**config.mk**
```make
export PLATFORM = sky130hd
export DESIGN_NAME = txmon_regs
export DESIGN_NICKNAME = d
export VERILOG_FILES = /design/src/design/txmon_pkg.sv /design/src/design/txmon_slot_capture.sv /design/src/design/txmon_regs.sv
export VERILOG_INCLUDE_DIRS = /design/src /design/src/design
export SDC_FILE = /design/constraint.sdc
export NUM_CORES = 1
export LEC_CHECK = 0
export BUFFER_PORTS_ARGS = -buffer_cell sky130_fd_sc_hd__buf_2
export CAP_MARGIN = 20
export CORE_MARGIN = 3
export CORE_UTILIZATION = 58
export DETAILED_ROUTE_END_ITERATION = 8
export GPL_ROUTABILITY_DRIVEN = 0
export MAX_ROUTING_LAYER = met4
export PLACE_DENSITY = 0.77
export REMOVE_ABC_BUFFERS = 1
export SYNTH_ARGS = -nofsm -noshare
export SYNTH_HDL_FRONTEND = slang
export SYNTH_SLANG_ARGS = --single-unit
```
**constraint.sdc**
```tcl
create_clock -name clock -period 1.97 [get_ports clock]
set_input_delay 0.0985 -clock clock [delete_from_list [all_inputs] [get_ports clock]]
set_output_delay 0.0985 -clock clock [all_outputs]
set_load 0.01 [all_outputs]
```
**src/design/txmon_defines.svh**
```systemverilog
`ifndef TXMON_DEFINES_SVH
`define TXMON_DEFINES_SVH

`define TXMON_CTRL4_ADDR    8'hA8
`define TXMON_TXMON_ADDR    8'hA9
`define TXMON_CTRL5_ADDR    8'hAA
`define TXMON_RXMON_ADDR    8'hAB
`define TXMON_CTRL4_RESET   8'h00
`define TXMON_CTRL5_RESET   8'h00
`define TXMON_MON_RESET     8'h00
`define TXMON_LOOP_BIT      7
`define TXMON_SEL_MSB       4
`define TXMON_SEL_LSB       0
`define TXMON_SLOT_BITS     8
`define TXMON_FRAME_SLOTS   32

`endif

```
**src/design/txmon_pkg.sv**
```systemverilog
package txmon_pkg;
	typedef enum logic [2:0] {
		TXMON_SEL_NONE  = 3'b000,
		TXMON_SEL_CTRL4 = 3'b001,
		TXMON_SEL_TXMON = 3'b010,
		TXMON_SEL_CTRL5 = 3'b011,
		TXMON_SEL_RXMON = 3'b100
	} txmon_regsel_type;

	typedef logic [7:0] txmon_byte_type;
	typedef logic [4:0] txmon_slot_type;
endpackage

```
**src/design/txmon_slot_capture.sv**
```systemverilog
`include "txmon_defines.svh"

module txmon_slot_capture #(
	parameter int SLOT_BITS   = `TXMON_SLOT_BITS,
	parameter int FRAME_SLOTS = `TXMON_FRAME_SLOTS
) (
	input  wire logic                   clock,
	input  wire logic                   rst_b,
	input  wire logic                   serialBit,
	input  wire logic                   bitStrobe,
	input  wire logic                   frameSync,
	input  wire txmon_pkg::txmon_slot_type slotSelect,
	output logic [SLOT_BITS-1:0]        monByte
);
	import txmon_pkg::*;

	localparam int BW = $clog2(SLOT_BITS);
	localparam int SW = $clog2(FRAME_SLOTS);

	logic [BW+SW-1:0]     bitCount_reg;
	logic [BW+SW-1:0]     bitCount_next;
	logic [BW+SW-1:0]     bitPos;
	logic [SLOT_BITS-1:0] shift_reg;
	logic [SLOT_BITS-1:0] shiftIn;
	logic [SLOT_BITS-1:0] monByte_reg;
	logic                 slotDone;

	// frame sync marks the strobe that carries the first bit of slot zero
	assign bitPos        = frameSync ? '0 : bitCount_reg;
	assign bitCount_next = (BW+SW)'(bitPos + 1'b1);
	// first sent bit shifts in first and lands in the msb
	assign shiftIn       = {shift_reg[SLOT_BITS-2:0], serialBit}; // RULE_05
	// selector code equals channel number minus one, i.e. the timeslot index
	assign slotDone      = bitStrobe && (&bitPos[BW-1:0])
		&& (bitPos[BW+SW-1:BW] == slotSelect[SW-1:0]); // RULE_06

	always_ff @(posedge clock or negedge rst_b) begin
		if (!rst_b) begin
			bitCount_reg <= '0;
			shift_reg    <= '0;
			monByte_reg  <= `TXMON_MON_RESET;
		end else if (bitStrobe) begin
			bitCount_reg <= bitCount_next;
			shift_reg    <= shiftIn;
			// refresh only when the chosen slot completes; a read sees a whole byte
			if (slotDone) begin
				monByte_reg <= shiftIn; // RULE_04 RULE_08
			end
		end
	end

	assign monByte = monByte_reg;
endmodule

```
**src/design/txmon_regs.sv**
```systemverilog
`include "txmon_defines.svh"

// Operation
// (RULE_01) control four bit 7 set enables remote loopback, clear disables it.
// (RULE_02) host writes zero to control four bits 6 and 5; unassigned.
// (RULE_03) control four bits 4..0 are the transmit slot selector, bit 4 msb.
// (RULE_04) transmit monitor register shows the byte of the selected transmit slot.
// (RULE_05) monitor bit 7 holds first sent bit, bit 0 the last sent.
// (RULE_06) selector code is channel number minus one: channels 1..32 as 0..31.
// (RULE_07) control five bits 4..0 select the receive slot shown in receive monitor.
// (RULE_08) monitor refreshes once per frame as the selected slot completes.
module txmon_regs #(
	parameter int ADDR_BITS   = 8,
	parameter int FRAME_SLOTS = `TXMON_FRAME_SLOTS
) (
	input  wire logic                      clock,
	input  wire logic                      rst_b,
	input  wire logic [ADDR_BITS-1:0]      address,
	input  wire logic                      writeStrobe,
	input  wire logic                      readStrobe,
	input  wire txmon_pkg::txmon_byte_type writeData,
	output txmon_pkg::txmon_byte_type      readData,
	input  wire logic                      txSerialBit,
	input  wire logic                      txBitStrobe,
	input  wire logic                      txFrameSync,
	input  wire logic                      rxSerialBit,
	input  wire logic                      rxBitStrobe,
	input  wire logic                      rxFrameSync,
	output logic                           remoteLoopEnable
);
	import txmon_pkg::*;

	// direction index of the two monitor channels
	localparam int NDIR   = 2;
	localparam int DIR_TX = 0;
	localparam int DIR_RX = 1;

	// decoded addresses
	localparam logic [ADDR_BITS-1:0] CTRL4_ADDR = ADDR_BITS'(`TXMON_CTRL4_ADDR);
	localparam logic [ADDR_BITS-1:0] TXMON_ADDR = ADDR_BITS'(`TXMON_TXMON_ADDR);
	localparam logic [ADDR_BITS-1:0] CTRL5_ADDR = ADDR_BITS'(`TXMON_CTRL5_ADDR);
	localparam logic [ADDR_BITS-1:0] RXMON_ADDR = ADDR_BITS'(`TXMON_RXMON_ADDR);

	// reset images of the registers
	localparam txmon_byte_type CTRL4_RESET = `TXMON_CTRL4_RESET;
	localparam txmon_byte_type CTRL5_RESET = `TXMON_CTRL5_RESET;
	localparam txmon_byte_type READ_RESET  = `TXMON_MON_RESET;
	localparam txmon_byte_type READ_NONE   = 8'h00;

	// control four state
	logic             loopEnable_reg;
	logic             loopEnable_next;
	txmon_slot_type   txSelect_reg;
	txmon_slot_type   txSelect_next;

	// control five state
	txmon_slot_type   rxSelect_reg;
	txmon_slot_type   rxSelect_next;

	// read port state
	txmon_byte_type   readData_reg;
	txmon_byte_type   readData_next;

	// address decode
	logic             hitCtrl4;
	logic             hitTxMon;
	logic             hitCtrl5;
	logic             hitRxMon;
	txmon_regsel_type regSelect;
	logic             writeCtrl4;
	logic             writeCtrl5;

	// read views
	txmon_byte_type   ctrl4View;
	txmon_byte_type   ctrl5View;
	txmon_byte_type   readMux;

	// per-direction serial side, index 0 transmit, index 1 receive
	logic           [NDIR-1:0] dirSerialBit;
	logic           [NDIR-1:0] dirBitStrobe;
	logic           [NDIR-1:0] dirFrameSync;
	txmon_slot_type [NDIR-1:0] dirSelect;
	txmon_byte_type [NDIR-1:0] dirMonByte;

	// one hit per decoded address; any other address reads as zero
	assign hitCtrl4 = (address == CTRL4_ADDR);
	assign hitTxMon = (address == TXMON_ADDR);
	assign hitCtrl5 = (address == CTRL5_ADDR);
	assign hitRxMon = (address == RXMON_ADDR);

	assign regSelect = hitCtrl4 ? TXMON_SEL_CTRL4
		: hitTxMon ? TXMON_SEL_TXMON
		: hitCtrl5 ? TXMON_SEL_CTRL5
		: hitRxMon ? TXMON_SEL_RXMON
		: TXMON_SEL_NONE;

	// the monitor bytes are read only; a write there is dropped
	assign writeCtrl4 = writeStrobe && (regSelect == TXMON_SEL_CTRL4);
	assign writeCtrl5 = writeStrobe && (regSelect == TXMON_SEL_CTRL5);

	// loopback enable lives in the top bit of control four
	assign loopEnable_next = writeCtrl4
		? writeData[`TXMON_LOOP_BIT]
		: loopEnable_reg; // RULE_01

	// low five bits pick the transmit slot, bit 4 most significant
	assign txSelect_next = writeCtrl4
		? writeData[`TXMON_SEL_MSB:`TXMON_SEL_LSB]
		: txSelect_reg; // RULE_03

	// same layout in control five picks the receive slot
	assign rxSelect_next = writeCtrl5
		? writeData[`TXMON_SEL_MSB:`TXMON_SEL_LSB]
		: rxSelect_reg; // RULE_07

	// bits 6 and 5 are not stored, so a stray write of ones cannot stick
	assign ctrl4View = {loopEnable_reg, 2'b00, txSelect_reg};
	// only the receive selector of control five is kept here
	assign ctrl5View = {3'b000, rxSelect_reg};

	// a read samples the addressed byte; it stands until the next read
	assign readMux = (regSelect == TXMON_SEL_CTRL4) ? ctrl4View
		: (regSelect == TXMON_SEL_TXMON) ? dirMonByte[DIR_TX] // RULE_04
		: (regSelect == TXMON_SEL_CTRL5) ? ctrl5View
		: (regSelect == TXMON_SEL_RXMON) ? dirMonByte[DIR_RX] // RULE_07
		: READ_NONE;

	assign readData_next = readStrobe ? readMux : readData_reg;

	// gather both directions so one loop serves them
	assign dirSerialBit[DIR_TX] = txSerialBit;
	assign dirSerialBit[DIR_RX] = rxSerialBit;
	assign dirBitStrobe[DIR_TX] = txBitStrobe;
	assign dirBitStrobe[DIR_RX] = rxBitStrobe;
	assign dirFrameSync[DIR_TX] = txFrameSync;
	assign dirFrameSync[DIR_RX] = rxFrameSync;
	assign dirSelect[DIR_TX]    = txSelect_reg;
	assign dirSelect[DIR_RX]    = rxSelect_reg;

	// each direction watches its own slot with its own timing
	genvar d;
	generate
		for (d = 0; d < NDIR; d++) begin : g_dir
			txmon_slot_capture #(
				.SLOT_BITS   (`TXMON_SLOT_BITS),
				.FRAME_SLOTS (FRAME_SLOTS)
			) u_txmon_slot_capture (
				.clock      (clock),
				.rst_b      (rst_b),
				.serialBit  (dirSerialBit[d]),
				.bitStrobe  (dirBitStrobe[d]),
				.frameSync  (dirFrameSync[d]),
				.slotSelect (dirSelect[d]),
				.monByte    (dirMonByte[d])
			);
		end
	endgenerate

	// loopback enable; the loop path itself sits outside this block
	always_ff @(posedge clock or negedge rst_b) begin
		if (!rst_b) begin
			loopEnable_reg <= CTRL4_RESET[`TXMON_LOOP_BIT];
		end else begin
			loopEnable_reg <= loopEnable_next; // RULE_01
		end
	end

	// transmit selector; a change takes effect at the next slot pass
	always_ff @(posedge clock or negedge rst_b) begin
		if (!rst_b) begin
			txSelect_reg <= CTRL4_RESET[`TXMON_SEL_MSB:`TXMON_SEL_LSB];
		end else begin
			txSelect_reg <= txSelect_next; // RULE_03
		end
	end

	// receive selector
	always_ff @(posedge clock or negedge rst_b) begin
		if (!rst_b) begin
			rxSelect_reg <= CTRL5_RESET[`TXMON_SEL_MSB:`TXMON_SEL_LSB];
		end else begin
			rxSelect_reg <= rxSelect_next; // RULE_07
		end
	end

	// registered read data costs one cycle but keeps the output glitch free
	always_ff @(posedge clock or negedge rst_b) begin
		if (!rst_b) begin
			readData_reg <= READ_RESET;
		end else begin
			readData_reg <= readData_next;
		end
	end

	assign readData         = readData_reg;
	assign remoteLoopEnable = loopEnable_reg;
endmodule

```
==> results_tabular.tex, run 1 <==
\begin{tabular}{lr}
\hline
Metric & Value \\
\hline
\multicolumn{2}{l}{\textbf{Global routing}} \\
\quad First-pass GRT wire length & about 9700 um \\
\quad Largest net degree at the start of global routing & 44 \\
\quad Total gr overflow & 0 \\
\quad Layer carrying the most global-route usage & met2 \\
\quad Aggregate global-route resource usage & 0.2046 \\
\quad Number of global-route vias before repair & about 2,000 \\
\quad Global routing usage on met2 & 0.2980 \\
\quad Number of antenna violations at the first check in global routing & 0 \\
\quad Met1 routing resource usage after global routing & 0.2751 \\
\quad GR Layer Usage met3 & 0.04063 \\
\multicolumn{2}{l}{\textbf{Worst setup path}} \\
\quad Start-to-end type of the worst setup path & flip-flop to flip-flop \\
\quad Worst reg2reg endpoint & g\_dir[0].u\_txmon\_slot\_capture.monByte[7] \\
\quad Sort of element at the end of the critical path & flip-flop \\
\quad Signal arrival time at the worst endpoint & roughly 1.9 ns \\
\quad R2R depth & 6 \\
\quad Required @ worst endpoint & $\sim$2.2 ns \\
\quad Startpoint kind of the worst setup timing path & flip-flop \\
\quad RR Startpoint & g\_dir[0].u\_txmon\_slot\_capture.bitCount\_reg[0] \\
\quad Top fanout value on the critical path & 8 \\
\quad Flop2flop setup slack & 0.27 ns \\
\multicolumn{2}{l}{\textbf{Floorplanning}} \\
\quad Die footprint & 6359 um2 \\
\quad Vertical die dimension & roughly 80 um \\
\quad Starting Density & 0.6098 \\
\quad Die width & $\sim$80 um \\
\quad Std-Cell Core Area & between 5000 and 6000 um2 \\
\quad Std cell rows & 26 \\
\quad Ports & 35 \\
\multicolumn{2}{l}{\textbf{Placed design}} \\
\quad Count of port buffers added during placement & 32 \\
\quad Placed Cells & 350 \\
\quad HPWL reported at the end of detailed placement & about 4000 um \\
\multicolumn{2}{l}{\textbf{Detailed routing}} \\
\quad 1st-pass router iterations & 4 \\
\quad Drt first-iter violations & 120 \\
\quad Drc violations & 0 \\
\quad Routed length per placed instance & roughly 15 um \\
\quad Final routed wirelength across all metal layers & roughly 5700 um \\
\quad Via count of the routed design & 2,075 \\
\quad Average vias per placed instance & 5.608 \\
\quad Antenna Nets Post-Route & 0 \\
\multicolumn{2}{l}{\textbf{Clock tree}} \\
\quad H-tree level count & 3 \\
\quad Clock slew seen by the registers of the worst setup and hold paths & about 0.07 ns \\
\quad Root Buffer & sky130\_fd\_sc\_hd\_\_clkbuf\_8 \\
\quad Clock latency of the later-clocked register in the worst-skew pair & around 0.34 ns \\
\quad Clock Tree Buf Depth & 2 \\
\quad Total clock buffers created by CTS & 9 \\
\quad Post-CTS Setup Bufs & 0 \\
\quad Clock tree from TritonCTS & done \\
\quad Num Clock Sinks & 65 \\
\multicolumn{2}{l}{\textbf{Hold path}} \\
\quad Startpoint of the tightest hold check path & writeData[4] \\
\quad Hold worst-path end & rxSelect\_reg[4] \\
\quad Worst hold path cell count & 2 \\
\quad Worst hold path class & input pin to flip-flop \\
\multicolumn{2}{l}{\textbf{Yosys}} \\
\quad Flip-flop and latch count after synthesis & 65 \\
\quad Proportion of synthesized area in mux cells & 0.2090 \\
\quad Distinct cells, synth & 35 \\
\quad Mean cell area of the mapped netlist & 12.32 um2 \\
\quad Largest family of logic cells by synthesized area & multiplexers \\
\quad Compound-gate portion of the synthesized area & 0.07854 \\
\quad Sequential share of the synthesized area & 0.5157 \\
\quad Share of async-settable or async-resettable flops after synthesis & 1.000 \\
\quad Post-synth EDFFs & 0 \\
\quad Count of yosys warnings during synthesis & 0 \\
\quad Most frequently used flop master after synthesis & sky130\_fd\_sc\_hd\_\_dfrtp\_1 \\
\quad Synth Area in Adders & 0.01587 \\
\quad Synthesized netlist cell count & 256 \\
\quad Area share of xor/xnor cells in the synthesized design & 0.02777 \\
\quad Area of the mapped netlist & $\sim$3200 um2 \\
\quad Simple-gate portion of the synthesized area & 0.1166 \\
\multicolumn{2}{l}{\textbf{STA}} \\
\quad Count of final max-slew check failures & 0 \\
\quad \# setup viols final & 0 \\
\quad Worst Tran Pin Value & 0.5593 ns \\
\quad Worst clock skew & $\sim$0.0081 ns \\
\quad Number of failing hold endpoints at the final stage & 0 \\
\quad Final min period & around 1.7 ns \\
\quad Share of the clock period used by the worst path after layout & 0.8629 \\
\quad Max\_slew headroom & 0.6271 \\
\quad Total Neg Setup Slack & 0 ns \\
\quad Fmax & between 500 and 600 MHz \\
\quad Unrepaired setup endpoints after global routing & no \\
\multicolumn{2}{l}{\textbf{Pwr}} \\
\quad Max IR drop VDD & 730.9 uV \\
\quad Power density cells & about 880 nW/um2 \\
\quad P\_leak & roughly 1.7 nW \\
\multicolumn{2}{l}{\textbf{Finish}} \\
\quad Number of standard cells in the layout, taps in and fillers out & 370 \\
\quad Final nets & $\sim$330 \\
\quad Total inserted antenna cells & 0 \\
\quad Area added between synthesis and finish & 14.84\% \\
\quad Layout cells sized above 1 & 0.3567 \\
\quad Fill count & around 370 \\
\multicolumn{2}{l}{\textbf{Run status}} \\
\quad Result of the run & completed \\
\multicolumn{2}{l}{\textbf{Job}} \\
\quad Number of max-cap violations & 0 \\
\hline
\end{tabular}
==> per-layer routing <==
layer | vias to the layer above | wire length (um) | share of wire
met5 | - | 0 | 0
met4 | 0 | 138 | 0.024
met3 | 12 | 288 | 0.051
met2 | 54 | 2583 | 0.45
met1 | 1006 | 2685 | 0.47
li1 | 1003 | - | -
==> through the flow <==
step / hold slack [ns] / util / instance area [um2] / setup slack, ns / total power, W
after floorplan: -0.1971 / - / 3103 / 0.3956 / 0.001919
after global placement: 0.1129 / 0.6546 / 3386 / 0.3134 / 0.002069
after detailed placement: 0.1236 / 0.6546 / 3386 / 0.2854 / 0.002102
after CTS: 0.002094 / 0.7003 / 3622 / 0.2753 / 0.003225
after global routing: 0.008944 / 0.7003 / 3622 / 0.1776 / 0.003359
final: 0.01274 / 0.7003 / 3622 / 0.2700 / 0.003192
==> synth_stat cells, types with 6 or more instances <==
library cell              number  share of area
sky130_fd_sc_hd__nand2_1      11          0.013
sky130_fd_sc_hd__mux2_2       42           0.15
sky130_fd_sc_hd__a21oi_1       6         0.0095
sky130_fd_sc_hd__nor2_1       12          0.014
sky130_fd_sc_hd__a31oi_1       7          0.014
sky130_fd_sc_hd__and3_1        6          0.012
sky130_fd_sc_hd__inv_1        17          0.020
sky130_fd_sc_hd__xnor2_1       8          0.022
sky130_fd_sc_hd__o21ai_0       8          0.013
sky130_fd_sc_hd__nor2b_1       8          0.016
sky130_fd_sc_hd__dfrtp_1      65           0.52
sky130_fd_sc_hd__o22ai_1      14          0.028
==> layout by cell type, fill, tap and decap left out, types with 3 or more instances in the layout <==
master | synthesis | routed
sky130_fd_sc_hd__inv_1 | 17 | 17
sky130_fd_sc_hd__and3_1 | 6 | 6
sky130_fd_sc_hd__clkinv_4 | 0 | 3
sky130_fd_sc_hd__o21ai_0 | 8 | 8
sky130_fd_sc_hd__clkbuf_8 | 0 | 9
sky130_fd_sc_hd__a21oi_1 | 6 | 6
sky130_fd_sc_hd__dlygate4sd3_1 | 0 | 4
sky130_fd_sc_hd__and4bb_1 | 4 | 4
sky130_fd_sc_hd__ha_1 | 4 | 4
sky130_fd_sc_hd__mux4_2 | 5 | 5
sky130_fd_sc_hd__dfrtp_1 | 65 | 65
sky130_fd_sc_hd__mux2_1 | 3 | 3
sky130_fd_sc_hd__o22ai_1 | 14 | 14
sky130_fd_sc_hd__nor2_1 | 12 | 12
sky130_fd_sc_hd__nand2_1 | 11 | 11
sky130_fd_sc_hd__nor2b_1 | 8 | 8
sky130_fd_sc_hd__xnor2_1 | 8 | 8
sky130_fd_sc_hd__o21ai_2 | 3 | 3
sky130_fd_sc_hd__a31oi_1 | 7 | 7
sky130_fd_sc_hd__buf_2 | 5 | 32
sky130_fd_sc_hd__mux2_2 | 42 | 42
==> layout make-up <==
class	count	area (um2)	area share
inverter	17	63.81	0.01762
clock buffer	10	127.6	0.03523
sequential	65	1627	0.4491
multi-input combinational	163	1413	0.3900
tap	70	87.58	0.02418
timing repair buffer	39	235.2	0.06494
clock inverter	6	68.82	0.01900
==> repair_timing <==
item	4_1_cts	5_1_grt
hold buffers	4	0
resized for setup	0	0
endpoints found under the hold margin	26	0
==> report_power, final <==
part	switching [W]	internal, W
combinational	0.000188	0.000242
sequential	0.000142	0.00150
clock	0.000528	0.000589
==> worst max-delay path: stages (launching register included) <==
cell	delay [ns]
sky130_fd_sc_hd__dfrtp_1	0.39
sky130_fd_sc_hd__nor2b_1	0.15
sky130_fd_sc_hd__ha_1	0.20
sky130_fd_sc_hd__ha_1	0.18
sky130_fd_sc_hd__and3_1	0.17
sky130_fd_sc_hd__nand3_4	0.14
sky130_fd_sc_hd__mux2_2	0.35
==> how the worst max path moves through the flow <==
stage / from / to / slack, ns / depth (start not counted)
after floorplan: g_dir[0].u_txmon_slot_capture.bitCount_reg[0] / g_dir[0].u_txmon_slot_capture.monByte[0] / 0.40 / 6
after global placement: g_dir[0].u_txmon_slot_capture.bitCount_reg[0] / g_dir[0].u_txmon_slot_capture.monByte[3] / 0.31 / 6
after detailed placement: g_dir[0].u_txmon_slot_capture.bitCount_reg[0] / g_dir[0].u_txmon_slot_capture.monByte[7] / 0.29 / 6
after CTS: g_dir[0].u_txmon_slot_capture.bitCount_reg[0] / g_dir[0].u_txmon_slot_capture.monByte[7] / 0.28 / 6
after global routing: g_dir[0].u_txmon_slot_capture.bitCount_reg[1] / g_dir[0].u_txmon_slot_capture.monByte[1] / 0.18 / 6
final: g_dir[0].u_txmon_slot_capture.bitCount_reg[0] / g_dir[0].u_txmon_slot_capture.monByte[7] / 0.27 / 6
==> cell families after synthesis <==
kind of cell / Yosys count
buffers and inverters: 28
XOR/XNOR: 10
flip-flops: 65
adder cells (fa/ha/maj): 4
multiplexers: 53
AND/OR/NAND/NOR: 55
AO/OA/AOI/OAI: 41
Note: power is estimated with default switching activity, not from simulation.
==> run 2: changes to the inputs <==
--- a/config.mk
+++ b/config.mk
@@ -9,12 +9,13 @@
 export BUFFER_PORTS_ARGS = -buffer_cell sky130_fd_sc_hd__buf_2
 export CAP_MARGIN = 20
 export CORE_MARGIN = 3
-export CORE_UTILIZATION = 58
+export CORE_UTILIZATION = 53
 export DETAILED_ROUTE_END_ITERATION = 8
 export GPL_ROUTABILITY_DRIVEN = 0
 export MAX_ROUTING_LAYER = met4
-export PLACE_DENSITY = 0.77
+export PLACE_DENSITY = 0.74
 export REMOVE_ABC_BUFFERS = 1
 export SYNTH_ARGS = -nofsm -noshare
 export SYNTH_HDL_FRONTEND = slang
+export SYNTH_HIERARCHICAL = 1
 export SYNTH_SLANG_ARGS = --single-unit
==> constraint.sdc (replaced) <==
create_clock -name clock -period 1.5 [get_ports clock]
set_input_delay 0.075 -clock clock [delete_from_list [all_inputs] [get_ports clock]]
set_output_delay 0.075 -clock clock [all_outputs]
set_load 0.01 [all_outputs]
==> results_tabular.tex, run 2 <==
\begin{tabular}{lr}
\hline
Metric & Value \\
\hline
\multicolumn{2}{l}{\textbf{Yosys}} \\
\quad Most frequent cell after synthesis & sky130\_fd\_sc\_hd\_\_dfrtp\_1 \\
\quad Synthesized netlist cell count & between 200 and 300 \\
\quad Sequential share of the synthesized area & 0.5056 \\
\quad Share of async-settable or async-resettable flops after synthesis & 1.000 \\
\quad Post-synth top cells & 65 x sky130\_fd\_sc\_hd\_\_dfrtp\_1, 24 x sky130\_fd\_sc\_hd\_\_mux2\_2, 22 x sky130\_fd\_sc\_hd\_\_mux2\_4 \\
\quad Distinct cells, synth & 36 \\
\quad Post-synth top area cell & sky130\_fd\_sc\_hd\_\_dfrtp\_1 \\
\quad Area of the mapped netlist & about 3200 um2 \\
\quad Flip-flop and latch count after synthesis & between 60 and 70 \\
\quad Mean cell area of the mapped netlist & 12.62 um2 \\
\quad Most frequently used flop master after synthesis & sky130\_fd\_sc\_hd\_\_dfrtp\_1 \\
\quad Cells taking the most area after synthesis & sky130\_fd\_sc\_hd\_\_dfrtp\_1 51\%, sky130\_fd\_sc\_hd\_\_mux2\_4 10\%, sky130\_fd\_sc\_hd\_\_mux2\_2 8.4\%, sky130\_fd\_sc\_hd\_\_mux4\_2 3.5\%, sky130\_fd\_sc\_hd\_\_nand2\_1 2.0\% \\
\quad Count of yosys warnings during synthesis & 6 \\
\quad Post-synth EDFFs & 0 \\
\quad Portion of synthesized cell area occupied by the leading cell type & 0.5056 \\
\multicolumn{2}{l}{\textbf{Floorplanning}} \\
\quad Std-Cell Core Area & 5675 um2 \\
\quad Std cell rows & 27 \\
\quad Die width & 83.91 um \\
\quad Die footprint & between 7000 and 8000 um2 \\
\quad Ports & 35 \\
\quad Vertical die dimension & between 80 and 90 um \\
\quad Starting Density & 0.5668 \\
\multicolumn{2}{l}{\textbf{Worst setup path}} \\
\quad Critical Path Most Common Cell & sky130\_fd\_sc\_hd\_\_ha\_4 \\
\quad Critical path cell sequence & nor2b\_4 -> ha\_4 -> ha\_4 -> nand2\_2 -> a21oi\_2 -> nand2\_1 -> and4b\_1 -> buf\_12 -> mux2\_4 \\
\quad Highest cell delay on the worst timing path & between 0.3 and 0.4 ns \\
\quad CP max stage cell & sky130\_fd\_sc\_hd\_\_dfrtp\_1 \\
\quad Critical path buffer and inverter count & 1 \\
\quad Required @ worst endpoint & between 1.5 and 2 ns \\
\quad Top fanout value on the critical path & 8 \\
\quad Start-to-end type of the worst setup path & flip-flop to flip-flop \\
\quad Signal arrival time at the worst endpoint & $\sim$2.1 ns \\
\quad Largest delay share family, worst path & simple AND/OR/NAND/NOR gates \\
\quad Startpoint kind of the worst setup timing path & flip-flop \\
\quad Sort of element at the end of the critical path & flip-flop \\
\quad Flop2flop setup slack & -0.38 ns \\
\multicolumn{2}{l}{\textbf{STA}} \\
\quad \# setup viols final & 17 \\
\quad Final min period & 1.883 ns \\
\quad Count of final max-slew check failures & 0 \\
\quad Crit path setup slack, layout & -0.3829 ns \\
\quad Tightest hold margin & around 0.12 ns \\
\quad Worst Tran Pin Value & 0.3402 ns \\
\quad Unrepaired setup endpoints after global routing & yes \\
\quad Max\_slew headroom & 0.7729 \\
\quad Worst clock skew & 0.005351 ns \\
\quad Number of failing hold endpoints at the final stage & 0 \\
\quad Share of the clock period used by the worst path after layout & 1.255 \\
\quad Fmax & around 530 MHz \\
\multicolumn{2}{l}{\textbf{Hold path}} \\
\quad Worst hold path class & input pin to flip-flop \\
\multicolumn{2}{l}{\textbf{Global routing}} \\
\quad Aggregate global-route resource usage & 0.2146 \\
\quad First-pass GRT wire length & between 10,000 and 15,000 um \\
\quad Largest net degree at the start of global routing & 66 \\
\quad Number of global-route vias before repair & 2,375 \\
\quad Total gr overflow & 0 \\
\quad Number of antenna violations at the first check in global routing & 0 \\
\multicolumn{2}{l}{\textbf{Clock tree}} \\
\quad Clock Tree Buf Depth & 2 \\
\quad Clock tree from TritonCTS & done \\
\quad Clock latency of the later-clocked register in the worst-skew pair & around 0.34 ns \\
\quad Clock slew seen by the registers of the worst setup and hold paths & approximately 0.070 ns \\
\quad Num Clock Sinks & 65 \\
\quad Root Buffer & sky130\_fd\_sc\_hd\_\_clkbuf\_8 \\
\quad Total clock buffers created by CTS & 9 \\
\quad H-tree level count & 3 \\
\multicolumn{2}{l}{\textbf{Finish}} \\
\quad Multi-input logic area & around 1600 um2 \\
\quad Storage element area & $\sim$1600 um2 \\
\quad Area added between synthesis and finish & 30.07\% \\
\quad Number of standard cells in the layout, taps in and fillers out & between 400 and 500 \\
\quad Top library cells by usage in the layout, fill and taps aside & 65 x sky130\_fd\_sc\_hd\_\_dfrtp\_1, 45 x sky130\_fd\_sc\_hd\_\_buf\_4, 32 x sky130\_fd\_sc\_hd\_\_buf\_2, 24 x sky130\_fd\_sc\_hd\_\_mux2\_2, 22 x sky130\_fd\_sc\_hd\_\_mux2\_4 \\
\quad Leading cell type in the layout, fill and taps excluded & sky130\_fd\_sc\_hd\_\_dfrtp\_1 \\
\quad Layout cells sized above 1 & 0.4812 \\
\quad Fill count & just under 400 \\
\quad Total inserted antenna cells & 0 \\
\quad Utilization after layout & 0.7372 \\
\quad Final nets & 370 \\
\multicolumn{2}{l}{\textbf{Detailed routing}} \\
\quad Antenna Nets Post-Route & 0 \\
\quad Final routed wirelength across all metal layers & 6857 um \\
\quad Drc violations & 0 \\
\quad Via count of the routed design & about 2,300 \\
\quad Average vias per placed instance & roughly 5.5 \\
\quad Uppermost signal routing layer after detailed routing & met4 \\
\quad Met3 wire length & $\sim$250 um \\
\quad Drt first-iter violations & 69 \\
\quad Post-Route M1 WL & approximately 3000 um \\
\quad Routed length per placed instance & about 16 um \\
\quad Wire length on met2 & 3539 um \\
\quad 1st-pass router iterations & 4 \\
\multicolumn{2}{l}{\textbf{Pwr}} \\
\quad Pwr Total & about 0.0046 W \\
\quad Power density cells & roughly 1100 nW/um2 \\
\quad Max IR drop VDD & $\sim$1000 uV \\
\quad P\_leak & between 1.5 and 2 nW \\
\multicolumn{2}{l}{\textbf{Run status}} \\
\quad Violations in the final reports & negative setup slack \\
\quad Result of the run & finished with violations \\
\multicolumn{2}{l}{\textbf{Job}} \\
\quad Number of max-cap violations & 0 \\
\multicolumn{2}{l}{\textbf{Placed design}} \\
\quad HPWL reported at the end of detailed placement & around 4800 um \\
\quad Count of port buffers added during placement & 32 \\
\quad Placed Cells & between 300 and 400 \\
\quad Pre-CTS setup slack & -0.4770 ns \\
\hline
\end{tabular}
[run 2: cell types whose count changed after synthesis, moves of 7 or more]
| cell | change |
|---|---|
| sky130_fd_sc_hd__mux2_4 | +20 |
| sky130_fd_sc_hd__mux2_2 | -18 |
| sky130_fd_sc_hd__inv_1 | -9 |
| sky130_fd_sc_hd__a22o_1 | +7 |
[run 2: area by class of cell]
type	instances	area share
Tap cell	72	0.02153
Inverter	8	0.007177
Multi-Input combinational cell	166	0.3747
Clock buffer	10	0.03050
Clock inverter	6	0.01974
Timing Repair Buffer	90	0.1576
Sequential cell	65	0.3888
[run 2: kinds of logic (layout without fill, tap and decap cells)]
logic type / Yosys count / count (layout) / synth area share
xor gates and xnor gates: 4 / 4 / 0.01089
muxes: 53 / 53 / 0.2279
AOI/OAI and AO/OA: 45 / 45 / 0.09374
and+or+nand+nor: 60 / 60 / 0.1035
buffers and inverters: 24 / 114 / 0.04278
adders and majority gates: 4 / 4 / 0.01556
DFF: 65 / 65 / 0.5056
[run 2: layer usage]
metal | track usage | vias to the layer above
met3 | 0.05133 | 11
met5 | - | -
met1 | 0.2482 | 1127
met4 | 0.07456 | 0
met2 | 0.3659 | 47
li1 | - | 1105
[run 2: path summary, 6_finish.rpt]
path	startpoint	endpoint	cells after the start
max in group asynchronous	rst_b	g_dir[1].u_txmon_slot_capture/shift_reg[2]	3
worst max-delay path	g_dir[1].u_txmon_slot_capture/bitCount_reg[0]	g_dir[1].u_txmon_slot_capture/monByte[4]	9
worst max register to register	g_dir[1].u_txmon_slot_capture/bitCount_reg[0]	g_dir[1].u_txmon_slot_capture/monByte[4]	9
min in group asynchronous	rst_b	g_dir[0].u_txmon_slot_capture/bitCount_reg[7]	3
worst min-delay path	rxFrameSync	g_dir[1].u_txmon_slot_capture/bitCount_reg[0]	3
worst min register to register	g_dir[1].u_txmon_slot_capture/shift_reg[6]	g_dir[1].u_txmon_slot_capture/monByte[7]	1
[run 2: tightest hold or removal path: stages]
cell and delay, ns:
sky130_fd_sc_hd__buf_2 0.15, sky130_fd_sc_hd__nor2b_4 0.06, sky130_fd_sc_hd__a21oi_1 0.13
[run 2: metrics by stage]
step | area (um2) | TNS, ns
2_1_floorplan | 3109 | -7.650
3_3_place_gp | 3697 | -6.435
3_5_place_dp | 3697 | -7.391
4_1_cts | 4114 | -5.353
5_1_grt | 4184 | -7.163
6_report | 4184 | -5.649
[run 2: power by group]
group	switching [W]	internal, W	total (W)
combinational	0.000368	0.000516	0.000884
clock	0.000650	0.000926	0.00158
sequential	0.000158	0.00197	0.00213
total	0.00118	0.00342	0.00459
[run 2: what timing repair did]
| action | in CTS | in global routing |
|---|---|---|
| endpoints found under the hold margin | 80 | 0 |
| hold buffers | 9 | 0 |
| endpoints found under the setup margin | 16 | 18 |
| gates cloned | 0 | 0 |
| pin swaps | 2 | 13 |
| resized for setup | 18 | 10 |
| buffers inserted | 4 | 5 |
